[src/design/bgc_pkg.sv]
// Package for the bridge gate control and short protection block.
// Assumes a 20 MHz system clock; shared by all design files.
package bgc_pkg;
    localparam int REF_CLK_MHZ = 20;
    // Short detection delays in nanoseconds, indexed by delay code
    localparam int DLY_00_NS = 3200;
    localparam int DLY_01_NS = 1600;
    localparam int DLY_10_NS = 1200;
    localparam int DLY_11_NS = 800;
    localparam int DLY_00_CYC = (DLY_00_NS * REF_CLK_MHZ + 999) / 1000;
    localparam int DLY_01_CYC = (DLY_01_NS * REF_CLK_MHZ + 999) / 1000;
    localparam int DLY_10_CYC = (DLY_10_NS * REF_CLK_MHZ + 999) / 1000;
    localparam int DLY_11_CYC = (DLY_11_NS * REF_CLK_MHZ + 999) / 1000;
    localparam int DLY_W = 7;
    // Short retries before latching a bridge off
    localparam logic [1:0] SHORT_RETRIES = 2'h3;
    // Gate drive strength steps
    localparam logic [2:0] DRIVE_MIN = 3'h1;
    localparam logic [2:0] DRIVE_MAX = 3'h7;
    localparam logic [3:0] OFF_TIME_ZERO = 4'h0;

    // Half-bridge commands from the chopper side
    typedef struct packed {
        logic high_on;
        logic low_on;
    } bgc_leg_cmd_t;

    // Detector inputs for one coil
    typedef struct packed {
        logic high_side_hit;
        logic high_side_hit_sens;
        logic low_side_hit;
    } bgc_det_t;

    // Fault flags for one coil
    typedef struct packed {
        logic fault;
        logic low_side_fault;
        logic high_side_fault;
    } bgc_flags_t;

    typedef enum logic [2:0] {
        LEG_OFF = 3'b001,
        LEG_HIGH = 3'b010,
        LEG_LOW = 3'b100
    } bgc_leg_state_t;
endpackage

[src/design/bgc_half_bridge.sv]
// One half-bridge with the cross-conduction guard.
// Assumes gate discharged indications are synchronous to the clock.
`timescale 1ns/1ps
module bgc_half_bridge (
    input wire logic clk_i,
    input wire logic rst_n_i,
    input wire logic ce_i,
    input wire logic enable_i,
    input bgc_pkg::bgc_leg_cmd_t cmd_i,
    input wire logic high_gate_off_i,
    input wire logic low_gate_off_i,
    output logic high_on_o,
    output logic low_on_o
);
    bgc_pkg::bgc_leg_state_t state_reg;
    bgc_pkg::bgc_leg_state_t state_next;
    wire want_high = enable_i && cmd_i.high_on && !cmd_i.low_on;
    wire want_low = enable_i && cmd_i.low_on && !cmd_i.high_on;

    // Turn-on waits until the opposite gate reads discharged
    always_comb begin
        state_next = state_reg;
        case (state_reg)
            bgc_pkg::LEG_OFF: begin
                if (want_high && low_gate_off_i) begin
                    state_next = bgc_pkg::LEG_HIGH;
                end else if (want_low && high_gate_off_i) begin
                    state_next = bgc_pkg::LEG_LOW;
                end
            end
            bgc_pkg::LEG_HIGH: if (!want_high) state_next = bgc_pkg::LEG_OFF;
            bgc_pkg::LEG_LOW: if (!want_low) state_next = bgc_pkg::LEG_OFF;
            default: state_next = bgc_pkg::LEG_OFF;
        endcase
    end

    always_ff @(posedge clk_i or negedge rst_n_i) begin
        if (!rst_n_i) begin
            state_reg <= bgc_pkg::LEG_OFF;
        end else if (ce_i) begin
            state_reg <= state_next;
        end
    end

    assign high_on_o = (state_reg == bgc_pkg::LEG_HIGH);
    assign low_on_o = (state_reg == bgc_pkg::LEG_LOW);

    a_guard_high_on: assert property (@(posedge clk_i) disable iff (!rst_n_i)
        ce_i && $rose(high_on_o) |-> $past(low_gate_off_i))
        else $error("high side turned on before low gate discharged");
    a_guard_low_on: assert property (@(posedge clk_i) disable iff (!rst_n_i)
        ce_i && $rose(low_on_o) |-> $past(high_gate_off_i))
        else $error("low side turned on before high gate discharged");
endmodule // bgc_half_bridge

[src/design/bgc_short_guard.sv]
// Short detection delay, retry counting and latch-off for one bridge.
// Assumes detector hits are synchronous and chop_start_i pulses once per chopper cycle.
`timescale 1ns/1ps
module bgc_short_guard (
    input wire logic clk_i,
    input wire logic rst_n_i,
    input wire logic ce_i,
    input wire logic drv_disabled_i,
    input wire logic chop_start_i,
    input wire logic [1:0] delay_code_i,
    input wire logic hs_sens_i,
    input wire logic hs_disable_i,
    input wire logic ls_enable_i,
    input bgc_pkg::bgc_det_t det_i,
    output logic trip_o,
    output logic latched_o,
    output bgc_pkg::bgc_flags_t flags_o
);
    logic [bgc_pkg::DLY_W-1:0] hs_cnt_reg;
    logic [bgc_pkg::DLY_W-1:0] ls_cnt_reg;
    logic [1:0] retry_reg;
    logic trip_reg;
    logic latched_reg;
    bgc_pkg::bgc_flags_t flags_reg;

    function automatic logic [bgc_pkg::DLY_W-1:0] delay_cycles(input logic [1:0] code);
        case (code)
            2'h0: delay_cycles = bgc_pkg::DLY_W'(bgc_pkg::DLY_00_CYC);
            2'h1: delay_cycles = bgc_pkg::DLY_W'(bgc_pkg::DLY_01_CYC);
            2'h2: delay_cycles = bgc_pkg::DLY_W'(bgc_pkg::DLY_10_CYC);
            default: delay_cycles = bgc_pkg::DLY_W'(bgc_pkg::DLY_11_CYC);
        endcase
    endfunction

    wire [bgc_pkg::DLY_W-1:0] limit = delay_cycles(delay_code_i);
    wire hs_raw = hs_sens_i ? det_i.high_side_hit_sens : det_i.high_side_hit;
    wire hs_act = hs_raw && !hs_disable_i && !latched_reg;
    wire ls_act = det_i.low_side_hit && ls_enable_i && !latched_reg;
    wire hs_conf = hs_act && (hs_cnt_reg == limit - 1'b1);
    wire ls_conf = ls_act && (ls_cnt_reg == limit - 1'b1);
    wire confirm = (hs_conf || ls_conf) && !trip_reg;
    wire last_try = (retry_reg == bgc_pkg::SHORT_RETRIES);

    always_ff @(posedge clk_i or negedge rst_n_i) begin
        if (!rst_n_i) begin
            hs_cnt_reg <= '0;
            ls_cnt_reg <= '0;
            retry_reg <= 2'h0;
            trip_reg <= 1'b0;
            latched_reg <= 1'b0;
            flags_reg <= '0;
        end else if (ce_i) begin
            if (drv_disabled_i) begin
                hs_cnt_reg <= '0;
                ls_cnt_reg <= '0;
                retry_reg <= 2'h0;
                trip_reg <= 1'b0;
                latched_reg <= 1'b0;
                flags_reg <= '0;
            end else begin
                hs_cnt_reg <= hs_act ? hs_cnt_reg + 1'b1 : '0;
                ls_cnt_reg <= ls_act ? ls_cnt_reg + 1'b1 : '0;
                if (confirm) begin
                    trip_reg <= 1'b1;
                    if (last_try) begin
                        latched_reg <= 1'b1;
                        flags_reg.fault <= 1'b1;
                    end else begin
                        retry_reg <= retry_reg + 2'h1;
                    end
                    if (hs_conf) flags_reg.high_side_fault <= 1'b1;
                    if (ls_conf) flags_reg.low_side_fault <= 1'b1;
                end else if (chop_start_i) begin
                    trip_reg <= 1'b0; // Retry on next chopper cycle
                end
            end
        end
    end

    assign trip_o = trip_reg || latched_reg;
    assign latched_o = latched_reg;
    assign flags_o = flags_reg;

    a_latch_after_retries: assert property (@(posedge clk_i) disable iff (!rst_n_i)
        ce_i && !drv_disabled_i && confirm && last_try |=> latched_o)
        else $error("bridge not latched off after retries");
    a_no_latch_early: assert property (@(posedge clk_i) disable iff (!rst_n_i)
        ce_i && !drv_disabled_i && confirm && !last_try && !latched_o |=> !latched_o)
        else $error("bridge latched before retries used");
    a_flags_clear_off: assert property (@(posedge clk_i) disable iff (!rst_n_i)
        ce_i && drv_disabled_i |=> flags_o == '0 && !latched_o)
        else $error("flags not cleared while driver disabled");
    a_ls_needs_enable: assert property (@(posedge clk_i) disable iff (!rst_n_i)
        ce_i && !ls_enable_i |=> !$rose(flags_o.low_side_fault))
        else $error("low side fault without enable");
    a_hs_disable: assert property (@(posedge clk_i) disable iff (!rst_n_i)
        ce_i && hs_disable_i |=> !$rose(flags_o.high_side_fault))
        else $error("high side fault while protection disabled");
endmodule // bgc_short_guard

[src/design/bgc_top.sv]
// Gate control top: slope codes, bridge enables and short protection for coils A and B.
// Assumes all inputs synchronous to REF_CLK_I; gate feedback comes from comparators.
// Summary of operation
// - Low-side gate drive uses a 3-bit code with shared top bit; 000 and 001 are minimum.
// - High-side gate drive uses a 3-bit code; 001..110 are temperature compensated steps.
// - Compensated high-side codes step up by one when the temperature warning is set.
// - A transistor turns on only after its opposite gate reads discharged.
// - The hardware disable input switches off every bridge transistor.
// - A zero off-time setting disables the bridges like the hardware input.
// - Three retries follow a short before the bridge is latched off.
// - The short detect delay code picks 3.2, 1.6, 1.2 or 0.8 microseconds.
// - A sensitivity bit selects low or high high-side detector sensitivity.
// - A disable bit set to one turns off high-side short protection.
// - Low-side detection runs only while its enable bit is one.
// - Each coil has a fault flag for a short persisting over chopper cycles.
// - All fault flags clear whenever the transistors are disabled.
// - Low-side and high-side confirmed shorts are reported in separate per-coil flags.
// - A confirmed short turns off only the affected bridge and sets its flag.
`timescale 1ns/1ps
module bgc_top (
    input wire logic REF_CLK_I,
    input wire logic RESETN_I,
    input wire logic CLK_EN_I,
    input wire logic DRIVER_OFF_INPUT_I,
    input wire logic [3:0] OFF_TIME_SETTING_I,
    input wire logic SLOPE_SHARED_MSB_I,
    input wire logic [1:0] LOW_SIDE_SLOPE_CODE_I,
    input wire logic [1:0] HIGH_SIDE_SLOPE_CODE_I,
    input wire logic TEMP_WARNING_I,
    input wire logic [1:0] SHORT_DETECT_DELAY_CODE_I,
    input wire logic HIGH_SIDE_DETECTOR_SENSITIVITY_I,
    input wire logic SHORT_PROTECT_DISABLE_I,
    input wire logic LOW_SIDE_OVERCURRENT_ENABLE_I,
    input wire logic CHOP_START_A_I,
    input wire logic CHOP_START_B_I,
    input bgc_pkg::bgc_leg_cmd_t [3:0] LEG_CMD_I,
    input wire logic [3:0] HIGH_GATE_OFF_I,
    input wire logic [3:0] LOW_GATE_OFF_I,
    input bgc_pkg::bgc_det_t DET_A_I,
    input bgc_pkg::bgc_det_t DET_B_I,
    output logic [3:0] HIGH_GATE_ON_O,
    output logic [3:0] LOW_GATE_ON_O,
    output logic [2:0] LOW_SIDE_DRIVE_O,
    output logic [2:0] HIGH_SIDE_DRIVE_O,
    output logic COIL_A_FAULT_FLAG_O,
    output logic COIL_B_FAULT_FLAG_O,
    output logic COIL_A_LOW_SIDE_FAULT_O,
    output logic COIL_B_LOW_SIDE_FAULT_O,
    output logic COIL_A_HIGH_SIDE_FAULT_O,
    output logic COIL_B_HIGH_SIDE_FAULT_O
);
    logic [3:0] high_on_reg;
    logic [3:0] low_on_reg;
    logic [2:0] ls_drive_reg;
    logic [2:0] hs_drive_reg;
    bgc_pkg::bgc_flags_t flags_a_reg;
    bgc_pkg::bgc_flags_t flags_b_reg;
    logic [3:0] leg_high;
    logic [3:0] leg_low;
    logic trip_a;
    logic trip_b;
    bgc_pkg::bgc_flags_t flags_a;
    bgc_pkg::bgc_flags_t flags_b;

    // Driver disabled by pin or by zero off-time
    wire drv_disabled = DRIVER_OFF_INPUT_I
        || (OFF_TIME_SETTING_I == bgc_pkg::OFF_TIME_ZERO);

    // Slope decode; the top bit is common to both codes
    wire [2:0] ls_code = {SLOPE_SHARED_MSB_I, LOW_SIDE_SLOPE_CODE_I};
    wire [2:0] hs_code = {SLOPE_SHARED_MSB_I, HIGH_SIDE_SLOPE_CODE_I};
    wire [2:0] ls_drive = (ls_code == 3'h0) ? bgc_pkg::DRIVE_MIN : ls_code;
    wire hs_comp = (hs_code != 3'h0) && (hs_code != bgc_pkg::DRIVE_MAX);
    wire [2:0] hs_base = (hs_code == 3'h0) ? bgc_pkg::DRIVE_MIN : hs_code;
    wire [2:0] hs_drive = (hs_comp && TEMP_WARNING_I) ? hs_base + 3'h1 : hs_base;

    // Bridge A uses legs 0 and 1, bridge B legs 2 and 3
    wire [3:0] leg_enable = {{2{!drv_disabled && !trip_b}},
        {2{!drv_disabled && !trip_a}}};

    genvar g;
    generate
        for (g = 0; g < 4; g++) begin : g_leg
            bgc_half_bridge u_leg (
                .clk_i(REF_CLK_I),
                .rst_n_i(RESETN_I),
                .ce_i(CLK_EN_I),
                .enable_i(leg_enable[g]),
                .cmd_i(LEG_CMD_I[g]),
                .high_gate_off_i(HIGH_GATE_OFF_I[g]),
                .low_gate_off_i(LOW_GATE_OFF_I[g]),
                .high_on_o(leg_high[g]),
                .low_on_o(leg_low[g])
            );
        end
    endgenerate

    bgc_short_guard u_guard_a (
        .clk_i(REF_CLK_I),
        .rst_n_i(RESETN_I),
        .ce_i(CLK_EN_I),
        .drv_disabled_i(drv_disabled),
        .chop_start_i(CHOP_START_A_I),
        .delay_code_i(SHORT_DETECT_DELAY_CODE_I),
        .hs_sens_i(HIGH_SIDE_DETECTOR_SENSITIVITY_I),
        .hs_disable_i(SHORT_PROTECT_DISABLE_I),
        .ls_enable_i(LOW_SIDE_OVERCURRENT_ENABLE_I),
        .det_i(DET_A_I),
        .trip_o(trip_a),
        .latched_o(),
        .flags_o(flags_a)
    );

    bgc_short_guard u_guard_b (
        .clk_i(REF_CLK_I),
        .rst_n_i(RESETN_I),
        .ce_i(CLK_EN_I),
        .drv_disabled_i(drv_disabled),
        .chop_start_i(CHOP_START_B_I),
        .delay_code_i(SHORT_DETECT_DELAY_CODE_I),
        .hs_sens_i(HIGH_SIDE_DETECTOR_SENSITIVITY_I),
        .hs_disable_i(SHORT_PROTECT_DISABLE_I),
        .ls_enable_i(LOW_SIDE_OVERCURRENT_ENABLE_I),
        .det_i(DET_B_I),
        .trip_o(trip_b),
        .latched_o(),
        .flags_o(flags_b)
    );

    // Gate outputs also masked directly so a disable or trip acts in one cycle
    always_ff @(posedge REF_CLK_I or negedge RESETN_I) begin
        if (!RESETN_I) begin
            high_on_reg <= 4'h0;
            low_on_reg <= 4'h0;
            ls_drive_reg <= bgc_pkg::DRIVE_MIN;
            hs_drive_reg <= bgc_pkg::DRIVE_MIN;
            flags_a_reg <= '0;
            flags_b_reg <= '0;
        end else if (CLK_EN_I) begin
            high_on_reg <= leg_high & leg_enable;
            low_on_reg <= leg_low & leg_enable;
            ls_drive_reg <= ls_drive;
            hs_drive_reg <= hs_drive;
            flags_a_reg <= flags_a;
            flags_b_reg <= flags_b;
        end
    end

    assign HIGH_GATE_ON_O = high_on_reg;
    assign LOW_GATE_ON_O = low_on_reg;
    assign LOW_SIDE_DRIVE_O = ls_drive_reg;
    assign HIGH_SIDE_DRIVE_O = hs_drive_reg;
    assign COIL_A_FAULT_FLAG_O = flags_a_reg.fault;
    assign COIL_B_FAULT_FLAG_O = flags_b_reg.fault;
    assign COIL_A_LOW_SIDE_FAULT_O = flags_a_reg.low_side_fault;
    assign COIL_B_LOW_SIDE_FAULT_O = flags_b_reg.low_side_fault;
    assign COIL_A_HIGH_SIDE_FAULT_O = flags_a_reg.high_side_fault;
    assign COIL_B_HIGH_SIDE_FAULT_O = flags_b_reg.high_side_fault;

    a_disable_all_off: assert property (@(posedge REF_CLK_I) disable iff (!RESETN_I)
        CLK_EN_I && drv_disabled |=> HIGH_GATE_ON_O == 4'h0 && LOW_GATE_ON_O == 4'h0)
        else $error("gates on while driver disabled");
    a_zero_off_time: assert property (@(posedge REF_CLK_I) disable iff (!RESETN_I)
        CLK_EN_I && OFF_TIME_SETTING_I == bgc_pkg::OFF_TIME_ZERO |=> HIGH_GATE_ON_O == 4'h0
        && LOW_GATE_ON_O == 4'h0)
        else $error("gates on with zero off time");
    a_ls_slope_min: assert property (@(posedge REF_CLK_I) disable iff (!RESETN_I)
        CLK_EN_I && ls_code <= 3'h1 |=> LOW_SIDE_DRIVE_O == 3'h1)
        else $error("low side minimum drive wrong");
    a_hs_slope_max: assert property (@(posedge REF_CLK_I) disable iff (!RESETN_I)
        CLK_EN_I && hs_code == 3'h7 |=> HIGH_SIDE_DRIVE_O == 3'h7)
        else $error("high side max drive wrong");
    a_hs_slope_min: assert property (@(posedge REF_CLK_I) disable iff (!RESETN_I)
        CLK_EN_I && hs_code == 3'h0 |=> HIGH_SIDE_DRIVE_O == 3'h1)
        else $error("high side minimum drive wrong");
    a_hs_temp_step: assert property (@(posedge REF_CLK_I) disable iff (!RESETN_I)
        CLK_EN_I && hs_code == 3'h3 && TEMP_WARNING_I |=> HIGH_SIDE_DRIVE_O == 3'h4)
        else $error("temperature step missing");
    a_hs_no_temp: assert property (@(posedge REF_CLK_I) disable iff (!RESETN_I)
        CLK_EN_I && hs_code == 3'h3 && !TEMP_WARNING_I |=> HIGH_SIDE_DRIVE_O == 3'h3)
        else $error("step raised without temperature warning");
    a_bridge_a_only: assert property (@(posedge REF_CLK_I) disable iff (!RESETN_I)
        CLK_EN_I && trip_a && !trip_b |=> HIGH_GATE_ON_O[1:0] == 2'h0
        && LOW_GATE_ON_O[1:0] == 2'h0)
        else $error("bridge A on while tripped");
    a_bridge_b_only: assert property (@(posedge REF_CLK_I) disable iff (!RESETN_I)
        CLK_EN_I && trip_b && !trip_a |=> HIGH_GATE_ON_O[3:2] == 2'h0
        && LOW_GATE_ON_O[3:2] == 2'h0)
        else $error("bridge B on while tripped");
    a_flags_clear_top: assert property (@(posedge REF_CLK_I) disable iff (!RESETN_I)
        CLK_EN_I && drv_disabled ##1 CLK_EN_I |=> flags_a_reg == '0 && flags_b_reg == '0)
        else $error("coil flags not cleared while driver disabled");
    a_fault_a_off: assert property (@(posedge REF_CLK_I) disable iff (!RESETN_I)
        COIL_A_FAULT_FLAG_O |-> HIGH_GATE_ON_O[1:0] == 2'h0 && LOW_GATE_ON_O[1:0] == 2'h0)
        else $error("bridge A on after latched fault");
    a_fault_b_off: assert property (@(posedge REF_CLK_I) disable iff (!RESETN_I)
        COIL_B_FAULT_FLAG_O |-> HIGH_GATE_ON_O[3:2] == 2'h0 && LOW_GATE_ON_O[3:2] == 2'h0)
        else $error("bridge B on after latched fault");
endmodule // bgc_top

[config.mk]
export PLATFORM = sky130hd
export DESIGN_NAME = bgc_top
export DESIGN_NICKNAME = d
export VERILOG_FILES = /design/src/design/bgc_pkg.sv /design/src/design/bgc_half_bridge.sv /design/src/design/bgc_short_guard.sv /design/src/design/bgc_top.sv
export SDC_FILE = /design/constraint.sdc
export NUM_CORES = 1
export LEC_CHECK = 0
export BUFFER_PORTS_ARGS = -buffer_cell sky130_fd_sc_hd__buf_2
export CAP_MARGIN = 15
export CORE_MARGIN = 1
export CORE_UTILIZATION = 58
export CTS_BUF_LIST = sky130_fd_sc_hd__clkbuf_4 sky130_fd_sc_hd__clkbuf_8
export DETAILED_ROUTE_END_ITERATION = 10
export PLACE_DENSITY = 0.82
export RECOVER_POWER = 25
export SYNTH_ARGS = -nofsm -noshare
export SYNTH_HDL_FRONTEND = slang
export SYNTH_SLANG_ARGS = --single-unit
export TNS_END_PERCENT = 10
[constraint.sdc]
create_clock -name REF_CLK_I -period 2.34 [get_ports REF_CLK_I]
set_input_delay 0.234 -clock REF_CLK_I [delete_from_list [all_inputs] [get_ports REF_CLK_I]]
set_output_delay 0.234 -clock REF_CLK_I [all_outputs]
set_load 0.01 [all_outputs]
==> Flow_metrics.wiki <==
{| class="wikitable"
! Metric !! Value
|-
| Outcome || finished, violations left
|-
| Violated checks || capacitance limit, slew limit
|-
| Minimum clock period after layout || 2.07 ns
|-
| WS Path Type || reg2reg
|-
| Number of buffers on the longest clock path || 2
|-
| Combined area of all synthesized cells || 3780 um^2
|-
| DRT Pass-1 Iters || 4
|-
| Crit path max-delay cell type || sky130_fd_sc_hd__a2111o_1
|-
| CTS HTree Levels || 3
|-
| Clock network power share || 38.3%
|-
| Sequential group share of total power || 51.2%
|-
| N_diodes || 0
|-
| Area of the placeable core || 6310 um^2
|-
| Clk Latency, worst-skew pair || 0.34 ns
|-
| Sort of element at the end of the critical path || flop
|-
| Number of pins with negative max-slew slack in the final report || 73
|-
| Fraction of registers with async set or reset after synthesis || 100%
|-
| Final antenna-violating net count || 0
|-
| Leftover overflow at the end of global routing || 0
|-
| Gp weighted congestion || 0.798
|-
| Setup TNS || 0 ns
|-
| Signed area change from the synthesized netlist to the final layout || 15.5%
|-
| Crit-path max cell delay || 0.42 ns
|-
| DR vias/cell || approximately 5.9
|-
| Number of remaining DRC errors || 0
|-
| Mean Syn Cell Area || 9.54 um^2
|-
| Clock Sinks || 72
|-
| CP Buf/Inv Count || 0
|-
| Power density normalized to cell area || 590 nW/um^2
|-
| Chip height || 82.7 um
|-
| Fill cell instance count of the final layout || 509
|-
| DP HPWL || 5.58 mm
|-
| Most used standard cell by instance count after synthesis || sky130_fd_sc_hd__dfrtp_1
|-
| Number of flip-flops under the largest register name || 12
|-
| Instance area at placement || 4170 um^2
|-
| Static leakage || 0.00200 uW
|-
| Via count of the first global-routing pass || 2980
|-
| Via count || 3164
|-
| Clock buffer count from CTS || 9
|-
| Layout Skew || 0.00860 ns
|-
| Critical path launch point type || flop
|-
| Final worst-path cycle share || a little under 90%
|-
| Cells along the critical path || ha_1, nand2_1, or3_1, a2111o_1, a21oi_2, a21oi_1, a41o_1
|-
| RSZ-0062 raised after global routing || false
|-
| Final net count || between 500 and 600
|-
| Largest cells by area after synthesis || sky130_fd_sc_hd__dfrtp_1 44%, sky130_fd_sc_hd__nand2_1 4.5%, sky130_fd_sc_hd__dfstp_2 4.2%
|-
| Distinct cell type count of the synthesized netlist || 58
|-
| Largest vdd supply drop || 0.000409 V
|-
| Io pins || 63
|-
| Average routed wire per standard cell || about 15 um
|-
| Power share of the combinational group || 10.5%
|-
| Count of maximum capacitance violations || 1
|-
| Critical path fanouts, max || 4
|-
| Number of endpoints failing setup at the final stage || 0
|-
| Pre-CTS setup slack || 0.297 ns
|-
| Antenna violations before repair || 0
|-
| Actual transition at the worst max-transition pin || between 1.5 and 2 ns
|-
| CTS tree || done
|-
| Post-synthesis cell type with the largest combined area || sky130_fd_sc_hd__dfrtp_1
|-
| Pin count of the biggest net entering global routing || 73
|-
| Register bit total from synthesis || 72
|-
| Worst Slack Setup Final || 0.266 ns
|-
| Most used flip-flop cell after synthesis || sky130_fd_sc_hd__dfrtp_1
|-
| Initial core utilization || 59.8%
|-
| Hold Violations, Final || 0
|-
| Clock transition at path regs || 0.07 ns
|-
| Number of buffer cells added on primary ports || 62
|-
| First-pass GRT wire length || 13.1 mm
|-
| Tightest Hold Check Type || in2reg
|-
| Num rows || 29
|-
| Number of nets produced by synthesis || 445
|-
| Commonest cells in the netlist || 66 x sky130_fd_sc_hd__dfrtp_1, 45 x sky130_fd_sc_hd__nand2_1, 32 x sky130_fd_sc_hd__nor2_1, 27 x sky130_fd_sc_hd__a21oi_1, 24 x sky130_fd_sc_hd__o21ai_0
|-
| Max_slew headroom || -4.33%
|-
| Master cell of the clock root buffer || sky130_fd_sc_hd__clkbuf_8
|-
| Maximum frequency from static timing analysis || 482 MHz
|-
| Total track usage || 25.4%
|-
| Switching share of total power || 24.8%
|-
| Warning count from the yosys run || 0
|-
| Share of the yosys chip area belonging to registers || a little under half
|-
| Arrival time at the worst endpoint || roughly 2.3 ns
|-
| Design internal power || ~1900 uW
|-
| Die Outline Area || 6840 um^2
|-
| Gate Count Post-Synth || between 300 and 400
|-
| Total length of routed wires || just over 8 mm
|-
| Number of synthesized flops with an enable pin || 0
|-
| Endpoint required time on the critical path || 2.56 ns
|-
| Post-CTS setup buffer count || 0
|-
| Top cell type's share of synthesized area || 43.7%
|-
| Family with the most delay on the worst path || compound AO/OA/AOI/OAI gates
|-
| Share of cells above drive strength 1 || 21.8%
|-
| Die X || 82.7 um
|-
| Net switching power of the design || 637 uW
|-
| Final instance area || around 4400 um^2
|-
| DRC marker count from the first detailed-route iteration || between 100 and 150
|}
## repair_timing
item / in CTS / in global routing
endpoints found under the hold margin: 66 / 0
gates resized for setup: 0 / 0
hold buffers: 1 / 0
## worst paths after layout
check	from	slack, ns	cells past startpoint	to
min reg2reg	HIGH_SIDE_DRIVE_O[0]$_DFFE_PN1P_	0.47	2	HIGH_SIDE_DRIVE_O[0]$_DFFE_PN1P_
min in group asynchronous	RESETN_I	0.91	3	u_guard_a.hs_cnt_reg[2]$_DFFE_PN0P_
max reg2reg	u_guard_b.hs_cnt_reg[0]$_DFFE_PN0P_	0.27	7	u_guard_b.retry_reg[1]$_DFFE_PN0P_
min	LOW_SIDE_SLOPE_CODE_I[1]	0.14	2	LOW_SIDE_DRIVE_O[1]$_DFFE_PN0P_
max in group asynchronous	RESETN_I	0.48	3	LOW_GATE_ON_O[3]$_DFFE_PN0P_
max	u_guard_b.hs_cnt_reg[0]$_DFFE_PN0P_	0.27	7	u_guard_b.retry_reg[1]$_DFFE_PN0P_
## cell usage in the layout, fill, tap and decap left out, types with 10 or more instances in the layout
master,count
sky130_fd_sc_hd__clkbuf_8,10
sky130_fd_sc_hd__dfrtp_1,66
sky130_fd_sc_hd__nand4_1,11
sky130_fd_sc_hd__nand3_1,11
sky130_fd_sc_hd__inv_1,16
sky130_fd_sc_hd__nand2_1,45
sky130_fd_sc_hd__a21oi_1,27
sky130_fd_sc_hd__o21ai_0,24
sky130_fd_sc_hd__buf_2,62
sky130_fd_sc_hd__nor2_1,32
## final cells by class
cell class | count | area [um^2] | area share [%]
sequential | 72 | 1810 | 41.5
clock inverter | 4 | 45.0 | 1.03
multi-input combinational | 291 | 1830 | 42.0
tap | 77 | 96.3 | 2.21
timing repair buffer | 68 | 367 | 8.41
inverter | 16 | 60.1 | 1.38
clock buffer | 12 | 153 | 3.50
## per-layer routing
metal / vias up / GRT usage (%) / share of wire [%]
li1: 1558 / - / -
met1: 1531 / 33.0 / 47
met2: 69 / 42.8 / 48
met3: 6 / 5.82 / 3.9
met4: 0 / 6.38 / 0.76
met5: - / 0 / 0
## cells by family (layout without fill, tap and decap cells)
logic type                 count (synthesis)  after routing  share of synthesized area [%]
and+or+nand+nor                          154            154                           21.5
AOI/OAI and AO/OA                        103            103                           17.8
DFF                                       72             72                           47.9
buffers and inverters                     33            100                           3.61
xor gates and xnor gates                  14             14                           3.25
muxes                                     14             14                           4.01
adders and majority gates                  6              6                           1.99
## power by group through the flow
stage	registers, uW	logic, uW	clock network [uW]
3_5_place_dp	1340	272	0
4_1_cts	1320	275	1000
2_1_floorplan	1340	148	0
5_1_grt	1320	303	1060
3_3_place_gp	1340	263	0
6_report	1320	270	985
## through the flow
stage	total power (uW)	hold WS (ns)	std cells	util, %
2_1_floorplan	1490	-0.0616	396	-
3_3_place_gp	1600	0.288	523	66.0
3_5_place_dp	1610	0.290	523	66.0
4_1_cts	2600	0.131	540	69.3
5_1_grt	2690	0.139	540	69.1
6_report	2570	0.143	540	69.1
(Power assumes the default switching activity.)
